[src/dor_pkg.sv]
// shared constants, field layout and carrier types of the ddr output register group
// assumes one 100 MHz system clock and an axi4-lite register port
`default_nettype none

package dor_pkg;

    // four io logic cells make one io cell group
    localparam int CELLS = 4;
    localparam int PAIRS = 2;

    // register bus
    localparam int AW = 8;
    localparam int DW = 32;
    localparam logic [7:0] CTRL_OFF = 8'h00;
    localparam logic [7:0] STAT_OFF = 8'h04;
    localparam logic [1:0] RESP_OKAY   = 2'h0;
    localparam logic [1:0] RESP_SLVERR = 2'h2;

    // cell modes
    localparam int MODE_W = 2;
    localparam logic [1:0] MODE_SDR_REG   = 2'h0;
    localparam logic [1:0] MODE_SDR_LATCH = 2'h1;
    localparam logic [1:0] MODE_DDR_GEN   = 2'h2;
    localparam logic [1:0] MODE_DDR_MEM   = 2'h3;

    // control and status field layout
    localparam int CTRL_W        = 10;
    localparam int CTRL_PAIR_LSB = 8;
    localparam int LANE_W        = 8;
    localparam logic [9:0] CTRL_RESET = 10'h000;
    localparam int STAT_PH_LSB   = 4;
    localparam int STAT_EDGE_BIT = 6;

    // output clock built from aclk: four aclk cycles per period
    localparam int ACLK_PERIOD_NS    = 10;
    localparam int OUTCLK_PERIOD_NS  = 40;
    localparam int PH_W              = 2;
    localparam int PH_COUNT          = OUTCLK_PERIOD_NS / ACLK_PERIOD_NS;
    localparam logic [1:0] PH_LAST_HIGH = 2'h1;   // falling edge follows
    localparam logic [1:0] PH_LAST_LOW  = 2'h3;   // rising edge follows
    localparam logic [1:0] PH_STB_RISE  = 2'h1;   // strobe lags by a quarter
    localparam logic [1:0] PH_STB_FALL  = 2'h2;

    typedef enum logic [1:0] {
        WR_ACCEPT = 2'b01,
        WR_RESP   = 2'b10
    } dor_wr_e;

    typedef enum logic [1:0] {
        RD_ACCEPT = 2'b01,
        RD_DATA   = 2'b10
    } dor_rd_e;

    typedef struct packed {
        logic [1:0] mode;
    } dor_cell_cfg_s;

    typedef struct packed {
        logic clk_high;
        logic strobe_high;
        logic rise_edge;
        logic fall_edge;
    } dor_phase_s;

endpackage

`default_nettype wire

[src/dor_cell_group.sv]
// io cell group of four ddr-capable output cells behind an axi4-lite slave
// assumes core data on aclk, pins driven into an output buffer outside
//
// Notes on behaviour
// - core data is registered before it reaches the output buffer.
// - sdr mode: first data input feeds one storage element driving the pin.
// - that sdr element is configurable as edge register or level latch.
// - generic ddr: both data inputs captured at the output clock rising edge.
// - at the next falling edge the second captured bit moves to falling register.
// - generic ddr: output clock selects rising or falling register for the pin.
// - right edge supports sdr and generic ddr plus a ddr memory mode.
// - memory mode captures like generic ddr: rise capture, fall transfer.
// - memory mode output select runs on the shifted write strobe clock.
// - cells come in groups of four forming one io cell group.
// - two neighbouring cells can pair as complementary outputs, one inverted.
//
// The register offsets and the AXI4-Lite register port were chosen for this implementation.
`timescale 1ns/1ps
`default_nettype none

module dor_cell_group #(
    parameter bit RIGHT_EDGE = 1'b1
) (
    input  wire logic                       aclk,
    input  wire logic                       aresetn,
    // axi4-lite write address
    input  wire logic                       s_axi_awvalid,
    output logic                            s_axi_awready,
    input  wire logic [dor_pkg::AW-1:0]     s_axi_awaddr,
    // write data
    input  wire logic                       s_axi_wvalid,
    output logic                            s_axi_wready,
    input  wire logic [dor_pkg::DW-1:0]     s_axi_wdata,
    input  wire logic [dor_pkg::DW/8-1:0]   s_axi_wstrb,
    // write response
    output logic                            s_axi_bvalid,
    input  wire logic                       s_axi_bready,
    output logic [1:0]                      s_axi_bresp,
    // read address
    input  wire logic                       s_axi_arvalid,
    output logic                            s_axi_arready,
    input  wire logic [dor_pkg::AW-1:0]     s_axi_araddr,
    // read data
    output logic                            s_axi_rvalid,
    input  wire logic                       s_axi_rready,
    output logic [dor_pkg::DW-1:0]          s_axi_rdata,
    output logic [1:0]                      s_axi_rresp,
    // core side
    input  wire logic [dor_pkg::CELLS-1:0]  first_data_input,
    input  wire logic [dor_pkg::CELLS-1:0]  second_data_input,
    // towards the output buffers
    output logic [dor_pkg::CELLS-1:0]       pin_out,
    output logic                            core_out_clk,
    output logic                            shifted_write_strobe_clock
);

    // register bus state
    dor_pkg::dor_wr_e                 wr_state_r;
    dor_pkg::dor_rd_e                 rd_state_r;
    logic                             awready_r;
    logic                             wready_r;
    logic                             bvalid_r;
    logic [1:0]                       bresp_r;
    logic                             arready_r;
    logic                             rvalid_r;
    logic [dor_pkg::DW-1:0]           rdata_r;
    logic [1:0]                       rresp_r;
    logic                             aw_have_r;
    logic                             w_have_r;
    logic [dor_pkg::AW-1:0]           awaddr_r;
    logic [dor_pkg::DW-1:0]           wdata_r;
    logic [dor_pkg::DW/8-1:0]         wstrb_r;

    // block state
    logic [dor_pkg::CTRL_W-1:0]       ctrl_r;
    logic [dor_pkg::PH_W-1:0]         ph_r;
    logic [dor_pkg::CELLS-1:0]        pin_r;
    logic                             out_clk_r;
    logic                             strobe_r;
    dor_pkg::dor_phase_s              phase;
    dor_pkg::dor_cell_cfg_s           cell_cfg [dor_pkg::CELLS];
    logic [dor_pkg::CELLS-1:0]        cell_q;
    logic [dor_pkg::PAIRS-1:0]        pair_en;
    logic [dor_pkg::DW-1:0]           status_word;

    // word decode, shared by read and write paths
    function automatic logic [1:0] reg_hit(input logic [dor_pkg::AW-1:0] addr);
        logic [1:0] hit;
        hit = 2'h0;
        if (addr == dor_pkg::CTRL_OFF) begin
            hit = 2'h1;
        end else if (addr == dor_pkg::STAT_OFF) begin
            hit = 2'h2;
        end
        return hit;
    endfunction

    // memory mode exists only on the right edge; elsewhere it acts as generic
    function automatic logic [1:0] eff_mode(input logic [1:0] mode);
        logic [1:0] m;
        m = mode;
        if (!RIGHT_EDGE && mode == dor_pkg::MODE_DDR_MEM) begin
            m = dor_pkg::MODE_DDR_GEN;
        end
        return m;
    endfunction

    assign s_axi_awready = awready_r;
    assign s_axi_wready  = wready_r;
    assign s_axi_bvalid  = bvalid_r;
    assign s_axi_bresp   = bresp_r;
    assign s_axi_arready = arready_r;
    assign s_axi_rvalid  = rvalid_r;
    assign s_axi_rdata   = rdata_r;
    assign s_axi_rresp   = rresp_r;

    // address and data are taken independently, in either order
    always_ff @(posedge aclk) begin
        if (!aresetn) begin
            aw_have_r <= 1'b0;
            awaddr_r  <= '0;
            awready_r <= 1'b1;
        end else if (s_axi_awvalid && awready_r) begin
            aw_have_r <= 1'b1;
            awaddr_r  <= s_axi_awaddr;
            awready_r <= 1'b0;
        end else if (s_axi_bvalid && s_axi_bready) begin
            aw_have_r <= 1'b0;
            awready_r <= 1'b1;
        end
    end

    always_ff @(posedge aclk) begin
        if (!aresetn) begin
            w_have_r <= 1'b0;
            wdata_r  <= '0;
            wstrb_r  <= '0;
            wready_r <= 1'b1;
        end else if (s_axi_wvalid && wready_r) begin
            w_have_r <= 1'b1;
            wdata_r  <= s_axi_wdata;
            wstrb_r  <= s_axi_wstrb;
            wready_r <= 1'b0;
        end else if (s_axi_bvalid && s_axi_bready) begin
            w_have_r <= 1'b0;
            wready_r <= 1'b1;
        end
    end

    // write response once both halves are held; one write in flight
    always_ff @(posedge aclk) begin
        if (!aresetn) begin
            wr_state_r <= dor_pkg::WR_ACCEPT;
            bvalid_r   <= 1'b0;
            bresp_r    <= dor_pkg::RESP_OKAY;
        end else begin
            case (wr_state_r)
                dor_pkg::WR_ACCEPT: begin
                    if (aw_have_r && w_have_r) begin
                        wr_state_r <= dor_pkg::WR_RESP;
                        bvalid_r   <= 1'b1;
                        bresp_r    <= (reg_hit(awaddr_r) == 2'h1) ?
                                      dor_pkg::RESP_OKAY : dor_pkg::RESP_SLVERR;
                    end
                end
                dor_pkg::WR_RESP: begin
                    if (s_axi_bready) begin
                        wr_state_r <= dor_pkg::WR_ACCEPT;
                        bvalid_r   <= 1'b0;
                    end
                end
                default: begin
                    wr_state_r <= dor_pkg::WR_ACCEPT;
                    bvalid_r   <= 1'b0;
                end
            endcase
        end
    end

    // control register, byte lanes honoured; status is read only
    always_ff @(posedge aclk) begin
        if (!aresetn) begin
            ctrl_r <= dor_pkg::CTRL_RESET;
        end else if (wr_state_r == dor_pkg::WR_ACCEPT && aw_have_r && w_have_r
                     && reg_hit(awaddr_r) == 2'h1) begin
            if (wstrb_r[0]) begin
                ctrl_r[dor_pkg::LANE_W-1:0] <= wdata_r[dor_pkg::LANE_W-1:0];
            end
            if (wstrb_r[1]) begin
                ctrl_r[dor_pkg::CTRL_W-1:dor_pkg::LANE_W] <=
                    wdata_r[dor_pkg::CTRL_W-1:dor_pkg::LANE_W];
            end
        end
    end

    // status: pins, clock phase and whether memory mode is available
    always_comb begin
        status_word = '0;
        status_word[dor_pkg::CELLS-1:0] = pin_r;
        status_word[dor_pkg::STAT_PH_LSB +: dor_pkg::PH_W] = ph_r;
        status_word[dor_pkg::STAT_EDGE_BIT] = RIGHT_EDGE;
    end

    // read path: data one cycle after the address is taken
    always_ff @(posedge aclk) begin
        if (!aresetn) begin
            rd_state_r <= dor_pkg::RD_ACCEPT;
            arready_r  <= 1'b1;
            rvalid_r   <= 1'b0;
            rdata_r    <= '0;
            rresp_r    <= dor_pkg::RESP_OKAY;
        end else begin
            case (rd_state_r)
                dor_pkg::RD_ACCEPT: begin
                    if (s_axi_arvalid) begin
                        rd_state_r <= dor_pkg::RD_DATA;
                        arready_r  <= 1'b0;
                        rvalid_r   <= 1'b1;
                        case (reg_hit(s_axi_araddr))
                            2'h1: begin
                                rdata_r <= {{(dor_pkg::DW-dor_pkg::CTRL_W){1'b0}}, ctrl_r};
                                rresp_r <= dor_pkg::RESP_OKAY;
                            end
                            2'h2: begin
                                rdata_r <= status_word;
                                rresp_r <= dor_pkg::RESP_OKAY;
                            end
                            default: begin
                                rdata_r <= '0;
                                rresp_r <= dor_pkg::RESP_SLVERR;
                            end
                        endcase
                    end
                end
                dor_pkg::RD_DATA: begin
                    if (s_axi_rready) begin
                        rd_state_r <= dor_pkg::RD_ACCEPT;
                        arready_r  <= 1'b1;
                        rvalid_r   <= 1'b0;
                    end
                end
                default: begin
                    rd_state_r <= dor_pkg::RD_ACCEPT;
                    arready_r  <= 1'b1;
                    rvalid_r   <= 1'b0;
                end
            endcase
        end
    end

    // output clock phase: four aclk cycles, high in phases 0 and 1
    always_ff @(posedge aclk) begin
        if (!aresetn) begin
            ph_r <= '0;
        end else begin
            ph_r <= ph_r + 2'h1;
        end
    end

    // phase flags; edges are flagged in the cycle just before they occur
    always_comb begin
        phase.clk_high    = (ph_r <= dor_pkg::PH_LAST_HIGH);
        phase.strobe_high = (ph_r == dor_pkg::PH_STB_RISE) || (ph_r == dor_pkg::PH_STB_FALL);
        phase.rise_edge   = (ph_r == dor_pkg::PH_LAST_LOW);
        phase.fall_edge   = (ph_r == dor_pkg::PH_LAST_HIGH);
    end

    assign pair_en = ctrl_r[dor_pkg::CTRL_PAIR_LSB +: dor_pkg::PAIRS];

    // four cells form the group, each with its own mode field
    genvar gi;
    generate
        for (gi = 0; gi < dor_pkg::CELLS; gi++) begin : g_cell
            assign cell_cfg[gi].mode = eff_mode(ctrl_r[gi*dor_pkg::MODE_W +: dor_pkg::MODE_W]);
            dor_io_logic_cell u_cell (
                .aclk              (aclk),
                .aresetn           (aresetn),
                .cfg               (cell_cfg[gi]),
                .phase             (phase),
                .first_data_input  (first_data_input[gi]),
                .second_data_input (second_data_input[gi]),
                .q                 (cell_q[gi])
            );
        end
    endgenerate

    // pin flops; an odd cell of an enabled pair drives the inverse of its even mate
    always_ff @(posedge aclk) begin
        if (!aresetn) begin
            pin_r <= '0;
        end else begin
            for (int p = 0; p < dor_pkg::PAIRS; p++) begin
                pin_r[2*p] <= cell_q[2*p];
                if (pair_en[p]) begin
                    pin_r[2*p+1] <= ~cell_q[2*p];
                end else begin
                    pin_r[2*p+1] <= cell_q[2*p+1];
                end
            end
        end
    end

    // clocks leave through flops too, so they stay aligned with the pins
    always_ff @(posedge aclk) begin
        if (!aresetn) begin
            out_clk_r <= 1'b0;
            strobe_r  <= 1'b0;
        end else begin
            out_clk_r <= phase.clk_high;
            strobe_r  <= phase.strobe_high;
        end
    end

    assign pin_out                    = pin_r;
    assign core_out_clk               = out_clk_r;
    assign shifted_write_strobe_clock = strobe_r;

endmodule

`default_nettype wire

[src/dor_io_logic_cell.sv]
// one io logic cell: sdr register or latch, generic ddr and ddr memory capture
// assumes phase flags from the group, all on aclk; q is combinational
`timescale 1ns/1ps
`default_nettype none

module dor_io_logic_cell (
    input  wire logic               aclk,
    input  wire logic               aresetn,
    input  wire dor_pkg::dor_cell_cfg_s cfg,
    input  wire dor_pkg::dor_phase_s    phase,
    input  wire logic               first_data_input,
    input  wire logic               second_data_input,
    output logic                    q
);

    logic sdr_reg_r;
    logic sdr_latch_r;
    logic rising_capture_reg_r;
    logic second_hold_r;
    logic falling_capture_reg_r;

    // sdr storage element, register flavour: rising edge of output clock
    always_ff @(posedge aclk) begin
        if (!aresetn) begin
            sdr_reg_r <= 1'b0;
        end else if (phase.rise_edge) begin
            sdr_reg_r <= first_data_input;
        end
    end

    // latch flavour: follows the input while the output clock is high
    always_ff @(posedge aclk) begin
        if (!aresetn) begin
            sdr_latch_r <= 1'b0;
        end else if (phase.clk_high) begin
            sdr_latch_r <= first_data_input;
        end
    end

    // both inputs taken at the rising edge, same in both ddr modes
    always_ff @(posedge aclk) begin
        if (!aresetn) begin
            rising_capture_reg_r <= 1'b0;
            second_hold_r        <= 1'b0;
        end else if (phase.rise_edge) begin
            rising_capture_reg_r <= first_data_input;
            second_hold_r        <= second_data_input;
        end
    end

    // second bit moves over at the following falling edge
    always_ff @(posedge aclk) begin
        if (!aresetn) begin
            falling_capture_reg_r <= 1'b0;
        end else if (phase.fall_edge) begin
            falling_capture_reg_r <= second_hold_r;
        end
    end

    // output select; mem mode switches on the shifted strobe instead
    always_comb begin
        case (cfg.mode)
            dor_pkg::MODE_SDR_REG: begin
                q = sdr_reg_r;
            end
            dor_pkg::MODE_SDR_LATCH: begin
                q = sdr_latch_r;
            end
            dor_pkg::MODE_DDR_GEN: begin
                q = phase.clk_high ? rising_capture_reg_r : falling_capture_reg_r;
            end
            dor_pkg::MODE_DDR_MEM: begin
                q = phase.strobe_high ? rising_capture_reg_r : falling_capture_reg_r;
            end
            default: begin
                q = sdr_reg_r;
            end
        endcase
    end

endmodule

`default_nettype wire

[config.mk]
export PLATFORM = sky130hd
export DESIGN_NAME = dor_cell_group
export DESIGN_NICKNAME = d
export VERILOG_FILES = /design/src/dor_pkg.sv /design/src/dor_cell_group.sv /design/src/dor_io_logic_cell.sv
export SDC_FILE = /design/constraint.sdc
export NUM_CORES = 1
export LEC_CHECK = 0
export BUFFER_PORTS_ARGS = -buffer_cell sky130_fd_sc_hd__buf_2
export CAP_MARGIN = 40
export CORE_UTILIZATION = 44
export CTS_BUF_LIST = sky130_fd_sc_hd__clkbuf_16
export DETAILED_ROUTE_END_ITERATION = 16
export PLACE_DENSITY = 0.75
export SYNTH_ARGS = -nofsm -noshare
export SYNTH_HDL_FRONTEND = slang
export SYNTH_SLANG_ARGS = --single-unit
[constraint.sdc]
create_clock -name aclk -period 1.74 [get_ports aclk]
set_input_delay 0.261 -clock aclk [delete_from_list [all_inputs] [get_ports aclk]]
set_output_delay 0.261 -clock aclk [all_outputs]
set_load 0.02 [all_outputs]
==> results of run 1 <==
==> per-stage QoR <==
step           worst slack (ps)  cells  util [%]
2_1_floorplan             23.74    371         -
3_3_place_gp              86.02    503     51.38
3_5_place_dp              74.36    503     51.38
4_1_cts                   54.29    519     55.54
5_1_grt                   19.88    519     55.65
6_report                  87.29    519     55.65
==> registers in the layout, summed over array words and instances (netlist names), 2 cells and up <==
name	cells
g_cell.u_cell.falling_capture_reg_r	4
g_cell.u_cell.sdr_latch_r	4
awaddr_r	8
rd_state_r	2
wstrb_r	2
ctrl_r	10
g_cell.u_cell.sdr_reg_r	3
ph_r	2
wdata_r	10
s_axi_rdata	10
wr_state_r	2
pin_out	4
g_cell.u_cell.second_hold_r	4
==> area by class of cell <==
cell class,count,area [µm²],area share (%)
tap,96,120.1,3.142
sequential,73,1465,38.33
inverter,7,26.28,0.6874
timing repair buffer,78,422.9,11.06
clock inverter,7,60.06,1.571
multi-input combinational,249,1503,39.31
clock buffer,9,225.2,5.892
==> repair_timing <==
action | CTS | global route
resized for setup | 0 | 1
setup endpoints to repair | 0 | 1
endpoints found under the hold margin | 0 | 0
buffers inserted | 0 | 0
==> power breakdown <==
group,switching (mW),internal [mW],total [mW]
Clock,0.749,0.989,1.74
Sequential,0.0387,1.74,1.78
Combinational,0.240,0.170,0.410
==> cell usage after synthesis, drive strengths merged, types with 3 or more instances <==
cell type / count / area share, %
and2: 4 / 0.79
a22oi: 7 / 1.7
mux2: 6 / 2.1
a21boi: 24 / 5.7
nor4: 3 / 0.60
inv: 7 / 0.83
o21ai: 17 / 2.7
mux2i: 16 / 5.1
dfxtp: 73 / 46
a32oi: 3 / 0.83
a21oi: 7 / 1.1
nand2b: 5 / 0.99
nor2: 3 / 0.36
nand2: 67 / 8.0
buf: 30 / 7.1
clkbuf: 12 / 1.4
nor2b: 28 / 5.6
nand3: 9 / 1.4
==> routing by layer <==
layer  global-route usage, %  wire length [µm]  vias to the layer above
li1                        -                 -                     1286
met1                   22.43              2886                     1168
met2                   30.52              3105                       67
met3                   3.524               277                        9
met4                   6.364                69                        0
met5                       0                 0                        -
==> worst max path at each step <==
stage | startpoint | slack [ps] | cells past startpoint | to
after global placement | ph_r[1]$_SDFF_PN0_ | 90 | 6 | pin_out[1]$_SDFF_PN0_
after global routing | ph_r[1]$_SDFF_PN0_ | 20 | 7 | pin_out[3]$_SDFF_PN0_
after CTS | ph_r[1]$_SDFF_PN0_ | 50 | 6 | pin_out[1]$_SDFF_PN0_
after detailed placement | ph_r[1]$_SDFF_PN0_ | 70 | 6 | pin_out[1]$_SDFF_PN0_
after floorplan | ph_r[1]$_SDFF_PN0_ | 20 | 6 | pin_out[1]$_SDFF_PN0_
final | ph_r[1]$_SDFF_PN0_ | 90 | 6 | pin_out[1]$_SDFF_PN0_
==> worst max-delay path, stage by stage (launching register included) <==
cell,delay (ps)
dfxtp_4,340
inv_1,60
ha_4,280
mux2_2,330
a32o_1,260
o41ai_2,200
a21oi_1,70
==> cells in the final DEF, fill, tap and decap left out, drive strengths merged, types with 7 or more instances in the layout <==
cell | Yosys | routed
conb | 1 | 24
a21oi | 7 | 7
buf | 30 | 78
dfxtp | 73 | 73
nand3 | 9 | 9
o21ai | 17 | 17
clkbuf | 12 | 9
mux2i | 16 | 16
a22oi | 7 | 7
inv | 7 | 11
a21boi | 24 | 24
nand2 | 67 | 67
nor2b | 28 | 28
==> kinds of logic (layout without fill, tap and decap cells) <==
logic type / Yosys count / after routing / share of synthesized area, %
buffers and inverters: 49 / 101 / 9.365
AOI/OAI and AO/OA: 69 / 69 / 14.80
adders and majority gates: 2 / 2 / 0.7935
and+or+nand+nor: 132 / 132 / 21.35
muxes: 22 / 22 / 7.222
other: 1 / 24 / 0.1189
DFF: 73 / 73 / 46.35
==> flow_summary.json, run 1 <==
{
  "viasPerCell": 4.875,
  "grt_usage_pct": 17.86,
  "synth_edf_count": 0,
  "start_util_pct": 45.90,
  "gp_congestion": 0.8123,
  "portBuffers": 65,
  "drv_cap": 0,
  "core-area_um2": 6869,
  "fmax_mhz": 605.1,
  "cts_sinks": 73,
  "powerDensity_nw_per_um2": 1027,
  "hold_slack_ps": 172.3,
  "layout_min_cycle_time_ps": 1653,
  "clockBufferDepth": 2,
  "hold_violations": 0,
  "hp-start": "s_axi_awaddr[2]",
  "num_vias": 2530,
  "cts_hold_buf": 0,
  "synth_seq_cells": 73,
  "ant_nets": 0,
  "final_area_um2": 3822,
  "yosysWarnings": 0,
  "fillCellCount": 633,
  "status": "finished clean",
  "power_mw": 3.926,
  "synth_seq_area_share_pct": 46.35,
  "crit_type": "register to register",
  "gr-total-overflow": 0,
  "h-tree-depth": 3,
  "r2r-end": "pin_out[1]$_SDFF_PN0_",
  "cp.arrival_ps": 1860,
  "drive_gt1_share_pct": 25.06,
  "whs_path_depth": 3,
  "fin_tns_setup_ps": 0,
  "crit_path_end_kind": "register",
  "max-vdd-ir-drop_mv": 0.5935,
  "min_path_type": "primary input to register",
  "die_y_um": 86.65,
  "grt_pass1_wl_um": 10420,
  "clkLatencyLatePin_ps": 330,
  "ys_types": 43,
  "critPathMaxFanout": 3,
  "syn_inst": 348,
  "fin_skew_ps": 8.559,
  "cp_data_required_time_ps": 1950,
  "reg2reg_depth": 6,
  "critPathLaunchType": "register",
  "crit-reg2reg-launch": "ph_r[1]$_SDFF_PN0_",
  "routedWlPerCell_um": 12.21,
  "cts_made_buffers": 9,
  "post_dp_cell_area_um2": 3530,
  "syn_area_um2": 3153,
  "r2r_setup_slack_ps": 90,
  "rows": 30,
  "final_nets": 487,
  "grt_max_degree": 24,
  "ios": 114,
  "async_flop_share_pct": 0,
  "grt_pass1_vias": 2293,
  "whs_endpoint": "awaddr_r[2]$_SDFFE_PN0P_",
  "diodes": 0,
  "synth-main-ff-cell": "dfxtp_1",
  "dieArea_um2": 7508,
  "cts_tree": "yes",
  "first_iter_violations": 89,
  "grt_antenna_before_repair": 0,
  "drc": 0,
  "hpwlAfterDp_um": 4687,
  "clkTransAtPathRegs_ps": 60,
  "rsz0062_at_grt": "false",
  "setup_viol": 0,
  "p_leak_nw": 1.584,
  "die_x_um": 86.65,
  "cts-root-buf": "clkbuf_16",
  "finalCritPeriodShare_pct": 94.98,
  "synth_area_per_cell_um2": 9.060,
  "drt-total-wl_um": 6339,
  "maxSlewViolCount": 0,
  "area_delta_synth_final_pct": 21.23,
  "first_pass_iters": 4
}
No activity file was read; power rests on OpenSTA's default activity.
==> run 2, diff against run 1 <==
--- a/config.mk
+++ b/config.mk
@@ -7,10 +7,10 @@
 export LEC_CHECK = 0
 export BUFFER_PORTS_ARGS = -buffer_cell sky130_fd_sc_hd__buf_2
 export CAP_MARGIN = 40
-export CORE_UTILIZATION = 44
-export CTS_BUF_LIST = sky130_fd_sc_hd__clkbuf_16
+export CORE_UTILIZATION = 50
+export CTS_BUF_LIST = sky130_fd_sc_hd__clkbuf_4 sky130_fd_sc_hd__clkbuf_8
 export DETAILED_ROUTE_END_ITERATION = 16
-export PLACE_DENSITY = 0.75
+export PLACE_DENSITY = 0.8
 export SYNTH_ARGS = -nofsm -noshare
 export SYNTH_HDL_FRONTEND = slang
 export SYNTH_SLANG_ARGS = --single-unit
==> constraint.sdc (replaced) <==
create_clock -name aclk -period 1.86 [get_ports aclk]
set_input_delay 0.279 -clock aclk [delete_from_list [all_inputs] [get_ports aclk]]
set_output_delay 0.279 -clock aclk [all_outputs]
set_load 0.02 [all_outputs]
==> flow_summary.json, run 2 (synthesis results as in run 1) <==
{
  "status": "finished clean",
  "hp-start": "s_axi_awaddr[7]",
  "gp_congestion": 0.8176,
  "cp_slowest_stage_delay_ps": 340,
  "clockBufferDepth": 2,
  "max-vdd-ir-drop_mv": 0.6471,
  "crit-reg2reg-launch": "ph_r[1]$_SDFF_PN0_",
  "reg2reg_depth": 6,
  "ant_nets": 0,
  "cts-root-buf": "clkbuf_8",
  "drc": 0,
  "grt_usage_pct": 19.71,
  "diodes": 0,
  "cp_num_buf_inv": 1,
  "die_y_um": 81.41,
  "drv_cap": 0,
  "h-tree-depth": 3,
  "layout_min_cycle_time_ps": 1698,
  "placed_cells": 478,
  "setup_viol": 0,
  "crit_family": "compound AO/OA/AOI/OAI gates",
  "tightestPinTransition_ps": 517.9,
  "final_common_cell": "dfxtp_1",
  "ios": 114,
  "fin_skew_ps": 8.022,
  "cp_data_required_time_ps": 2090,
  "grt_max_degree": 25,
  "grt_antenna_before_repair": 0,
  "area_delta_synth_final_pct": 17.26,
  "dieArea_um2": 6628,
  "rsz0062_at_grt": "false",
  "powerDensity_nw_per_um2": 910.4,
  "final_nets": 483,
  "fin_tns_setup_ps": 0,
  "path_cells": "inv_1 -> ha_4 -> mux2_2 -> a32o_1 -> o41ai_2 -> a21oi_1",
  "core-area_um2": 5991,
  "portBuffers": 65,
  "max-slew-margin-rel_pct": 65.47,
  "layout_common_cells": "72 x dfxtp_1, 67 x nand2_1, 65 x buf_2",
  "gr-total-overflow": 0,
  "grt_pass1_vias": 2205,
  "fin_ws_ps": 162.4,
  "cts_made_buffers": 9,
  "crit_type": "register to register",
  "r2r_setup_slack_ps": 160,
  "clkTransAtPathRegs_ps": 80,
  "hold_violations": 0,
  "final_cell_count_no_fill": 494,
  "routedWlPerCell_um": 12.34,
  "drive_gt1_share_pct": 24.34,
  "cp-startpoint": "ph_r[1]$_SDFF_PN0_",
  "min_path_type": "primary input to register",
  "critPathMaxFanout": 7,
  "cts_tree": "yes",
  "power_mw": 3.366,
  "first_iter_violations": 121,
  "start_util_pct": 52.63,
  "crit_path_end_kind": "register",
  "viasPerCell": 4.996,
  "maxSlewViolCount": 0,
  "die_x_um": 81.41,
  "grt_pass1_wl_um": 9867,
  "crit_slowest_cell": "mux2_2",
  "clkLatencyLatePin_ps": 350,
  "rows": 28,
  "cts_sinks": 73,
  "cp.arrival_ps": 1920,
  "p_leak_nw": 1.542,
  "first_pass_iters": 4,
  "finalCritPeriodShare_pct": 91.27,
  "dp_slack_ps": 52.73,
  "critPathLaunchType": "register",
  "fmax_mhz": 589.1,
  "whs_path_depth": 3,
  "hpwlAfterDp_um": 4448,
  "cp.depth": 6,
  "num_vias": 2468,
  "drt-total-wl_um": 6095
}
==> run 2: worst reg2reg max path, cell delays in order (launching register included) <==
cell and delay (ps):
dfxtp_2 330, inv_1 60, ha_4 300, mux2_2 340, a32o_1 280, o41ai_2 210
a21oi_1 70
==> run 2: cell type report <==
cell class | count | area (µm²)
Clock buffer | 9 | 123.9
Clock inverter | 7 | 95.09
Fill cell | 538 | 2293
Inverter | 7 | 26.28
Multi-Input combinational cell | 249 | 1503
Sequential cell | 73 | 1463
Tap cell | 75 | 93.84
Timing Repair Buffer | 74 | 392.9
==> run 2: metrics by stage <==
stage                     cell area [µm²]  util, %  hold WS (ps)
after floorplan                      3253        -         423.8
after global placement               3471    57.94         442.8
after detailed placement             3471    57.94         451.0
after CTS                            3690    61.59         154.5
after global routing                 3697    61.72         153.3
final                                3697    61.72         174.3
==> run 2: where the power goes <==
part / switching (mW) / internal (mW)
clock: 0.582 / 0.754
combinational: 0.220 / 0.150
sequential: 0.0347 / 1.63
==> run 2: worst paths after layout <==
check,end
setup / recovery,pin_out[1]$_SDFF_PN0_
hold / removal,awaddr_r[7]$_SDFFE_PN0P_
setup reg to reg,pin_out[1]$_SDFF_PN0_
hold reg to reg,ctrl_r[3]$_SDFFE_PN0P_
==> run 2: metal layers <==
metal / global-route usage (%) / up-vias / part of all wire [%]
met5: 0 / - / 0
met1: 23.86 / 1122 / 45
met4: 6.607 / 0 / 1.3
met3: 8.000 / 12 / 5.7
li1: - / 1267 / -
met2: 31.58 / 67 / 48
==> run 2: timing repair <==
item | 4_1_cts | 5_1_grt
buffers inserted | 0 | 0
resized for setup | 0 | 1
setup endpoints to repair | 0 | 1
hold buffers | 0 | 0
==> run 3, diff against run 2 <==
--- a/config.mk
+++ b/config.mk
@@ -10,7 +10,9 @@
 export CORE_UTILIZATION = 50
 export CTS_BUF_LIST = sky130_fd_sc_hd__clkbuf_4 sky130_fd_sc_hd__clkbuf_8
 export DETAILED_ROUTE_END_ITERATION = 16
+export MAX_ROUTING_LAYER = met4
 export PLACE_DENSITY = 0.8
+export SETUP_SLACK_MARGIN = 0.5
 export SYNTH_ARGS = -nofsm -noshare
 export SYNTH_HDL_FRONTEND = slang
 export SYNTH_SLANG_ARGS = --single-unit
==> flow_summary.json, run 3 (synthesis results as in run 1) <==
{
  "cp_num_buf_inv": 1,
  "rsz0062_at_grt": "true",
  "crit_path_end_kind": "register",
  "cp_data_required_time_ps": 2090,
  "clkLatencyLatePin_ps": 340,
  "power_mw": 3.622,
  "drc": 0,
  "reg2reg_depth": 6,
  "area_delta_synth_final_pct": 21.55,
  "p_leak_nw": 1.591,
  "whs_path_depth": 3,
  "layout_min_cycle_time_ps": 1588,
  "cp_slowest_stage_delay_ps": 350,
  "portBuffers": 65,
  "gr-total-overflow": 0,
  "crit_family": "compound AO/OA/AOI/OAI gates",
  "swShare_pct": 23.40,
  "core-area_um2": 5991,
  "ios": 114,
  "fin_skew_ps": 7.722,
  "powerDensity_nw_per_um2": 945.0,
  "first_iter_violations": 101,
  "max-vdd-ir-drop_mv": 0.5891,
  "fin_tns_setup_ps": 0,
  "switchingPower_uw": 847.6,
  "cts_made_buffers": 9,
  "p_clk_share_pct": 43.0,
  "fin_ws_ps": 272.3,
  "routedWlPerCell_um": 12.96,
  "cts_sinks": 73,
  "p_comb_share_pct": 11.0,
  "cts_tree": "yes",
  "finalCritPeriodShare_pct": 85.36,
  "grt_pass1_vias": 2198,
  "layout_common_cells": "70 x dfxtp_1, 67 x nand2_1, 65 x buf_2",
  "path_cells": "inv_2 -> ha_4 -> mux2_4 -> a32o_1 -> o41ai_2 -> a21oi_1",
  "clockBufferDepth": 2,
  "dieArea_um2": 6628,
  "die_x_um": 81.41,
  "rows": 28,
  "first_pass_iters": 4,
  "setup_viol": 0,
  "diodes": 0,
  "r2r_setup_slack_ps": 270,
  "cts-root-buf": "clkbuf_8",
  "grt_antenna_before_repair": 0,
  "viasPerCell": 5.119,
  "final_common_cell": "dfxtp_1",
  "drv_cap": 0,
  "hold_violations": 0,
  "min_path_type": "primary input to register",
  "ant_nets": 0,
  "hp-start": "s_axi_awaddr[1]",
  "critPathLaunchType": "register",
  "dp_slack_ps": 212.6,
  "status": "finished clean",
  "h-tree-depth": 3,
  "drt-total-wl_um": 6426,
  "whs_endpoint": "awaddr_r[1]$_SDFFE_PN0P_",
  "maxSlewViolCount": 0,
  "r2r-end": "pin_out[1]$_SDFF_PN0_",
  "hpwlAfterDp_um": 4485,
  "crit_slowest_cell": "dfxtp_4",
  "grt_usage_pct": 20.82,
  "hold_slack_ps": 175.2,
  "fmax_mhz": 629.9,
  "seqPwrFrac_pct": 46.0,
  "p_int_mw": 2.774,
  "num_vias": 2539,
  "drive_gt1_share_pct": 27.55,
  "critPathMaxFanout": 3,
  "start_util_pct": 52.63,
  "clkTransAtPathRegs_ps": 70,
  "crit_type": "register to register",
  "final_area_um2": 3832,
  "cts_hold_buf": 0,
  "final_nets": 485,
  "grt_max_degree": 47,
  "post_dp_cell_area_um2": 3482,
  "die_y_um": 81.41,
  "cp.arrival_ps": 1810,
  "crit-reg2reg-launch": "ph_r[1]$_SDFF_PN0_",
  "gp_congestion": 0.8274,
  "grt_pass1_wl_um": 10060
}
## run 3: changes by cell type in the layout (fill, tap and decap cells not counted), moves of 2 or more
| cell | change |
|---|---|
| clkbuf_8 | +2 |
| dfxtp_1 | -2 |
| nor4_1 | -3 |
| buf_12 | +2 |
| nor4_2 | +3 |
| clkinv_2 | -2 |
## run 3: cell type report
type	instances	area, µm²
fillers	474	2158
clock inverters	4	98.84
clock buffers	12	158.9
inverters	7	26.28
multi-input cells	249	1554
well taps	75	93.84
flip-flops and latches	73	1468
repair buffers	76	432.9
## run 3: power groups by stage
| stage | clock network [mW] | registers [mW] | logic, mW |
|---|---|---|---|
| finish | 1.56 | 1.67 | 0.398 |
| global route | 1.64 | 1.67 | 0.438 |
| CTS | 1.57 | 1.66 | 0.392 |
| detailed placement | 0 | 1.70 | 0.370 |
| global placement | 0 | 1.70 | 0.363 |
| floorplan | 0 | 1.71 | 0.283 |
## run 3: worst max-delay path by stage
stage                            start  cells after the start               endpoint  slack, ps
finish              ph_r[1]$_SDFF_PN0_                      6  pin_out[1]$_SDFF_PN0_        270
global route        ph_r[1]$_SDFF_PN0_                      6  pin_out[1]$_SDFF_PN0_        190
CTS                 ph_r[1]$_SDFF_PN0_                      6  pin_out[1]$_SDFF_PN0_        290
detailed placement  ph_r[1]$_SDFF_PN0_                      6  pin_out[1]$_SDFF_PN0_        210
global placement    ph_r[1]$_SDFF_PN0_                      6  pin_out[1]$_SDFF_PN0_        210
floorplan           ph_r[1]$_SDFF_PN0_                      6  pin_out[1]$_SDFF_PN0_        230
## run 3: worst register-to-register path, delay by kind of cell (launching register included)
kind,cells,cell delay [ps]
multiplexers,1,300
buffers and inverters,1,40
flip-flops,1,350
adder cells (fa/ha/maj),1,280
AO/OA/AOI/OAI,3,510
## run 3: per-layer routing
metal  GRT usage (%)  part of all wire [%]
met4           11.25                   2.1
met2           33.08                    48
met1           24.36                    45
met3           4.778                   4.3
met5               -                     0
## run 3: per-stage QoR
stage | utilization, % | std cells
after global placement | 58.12 | 476
after global routing | 63.97 | 496
final | 63.97 | 496
after CTS | 63.30 | 495
after floorplan | - | 371
after detailed placement | 58.12 | 476
## run 3: repair_timing
action / 4_1_cts / 5_1_grt
endpoints found under the setup margin: 12 / 22
endpoints found under the hold margin: 0 / 0
setup buffers: 3 / 1
pin swaps: 3 / 3
resized for setup: 7 / 4
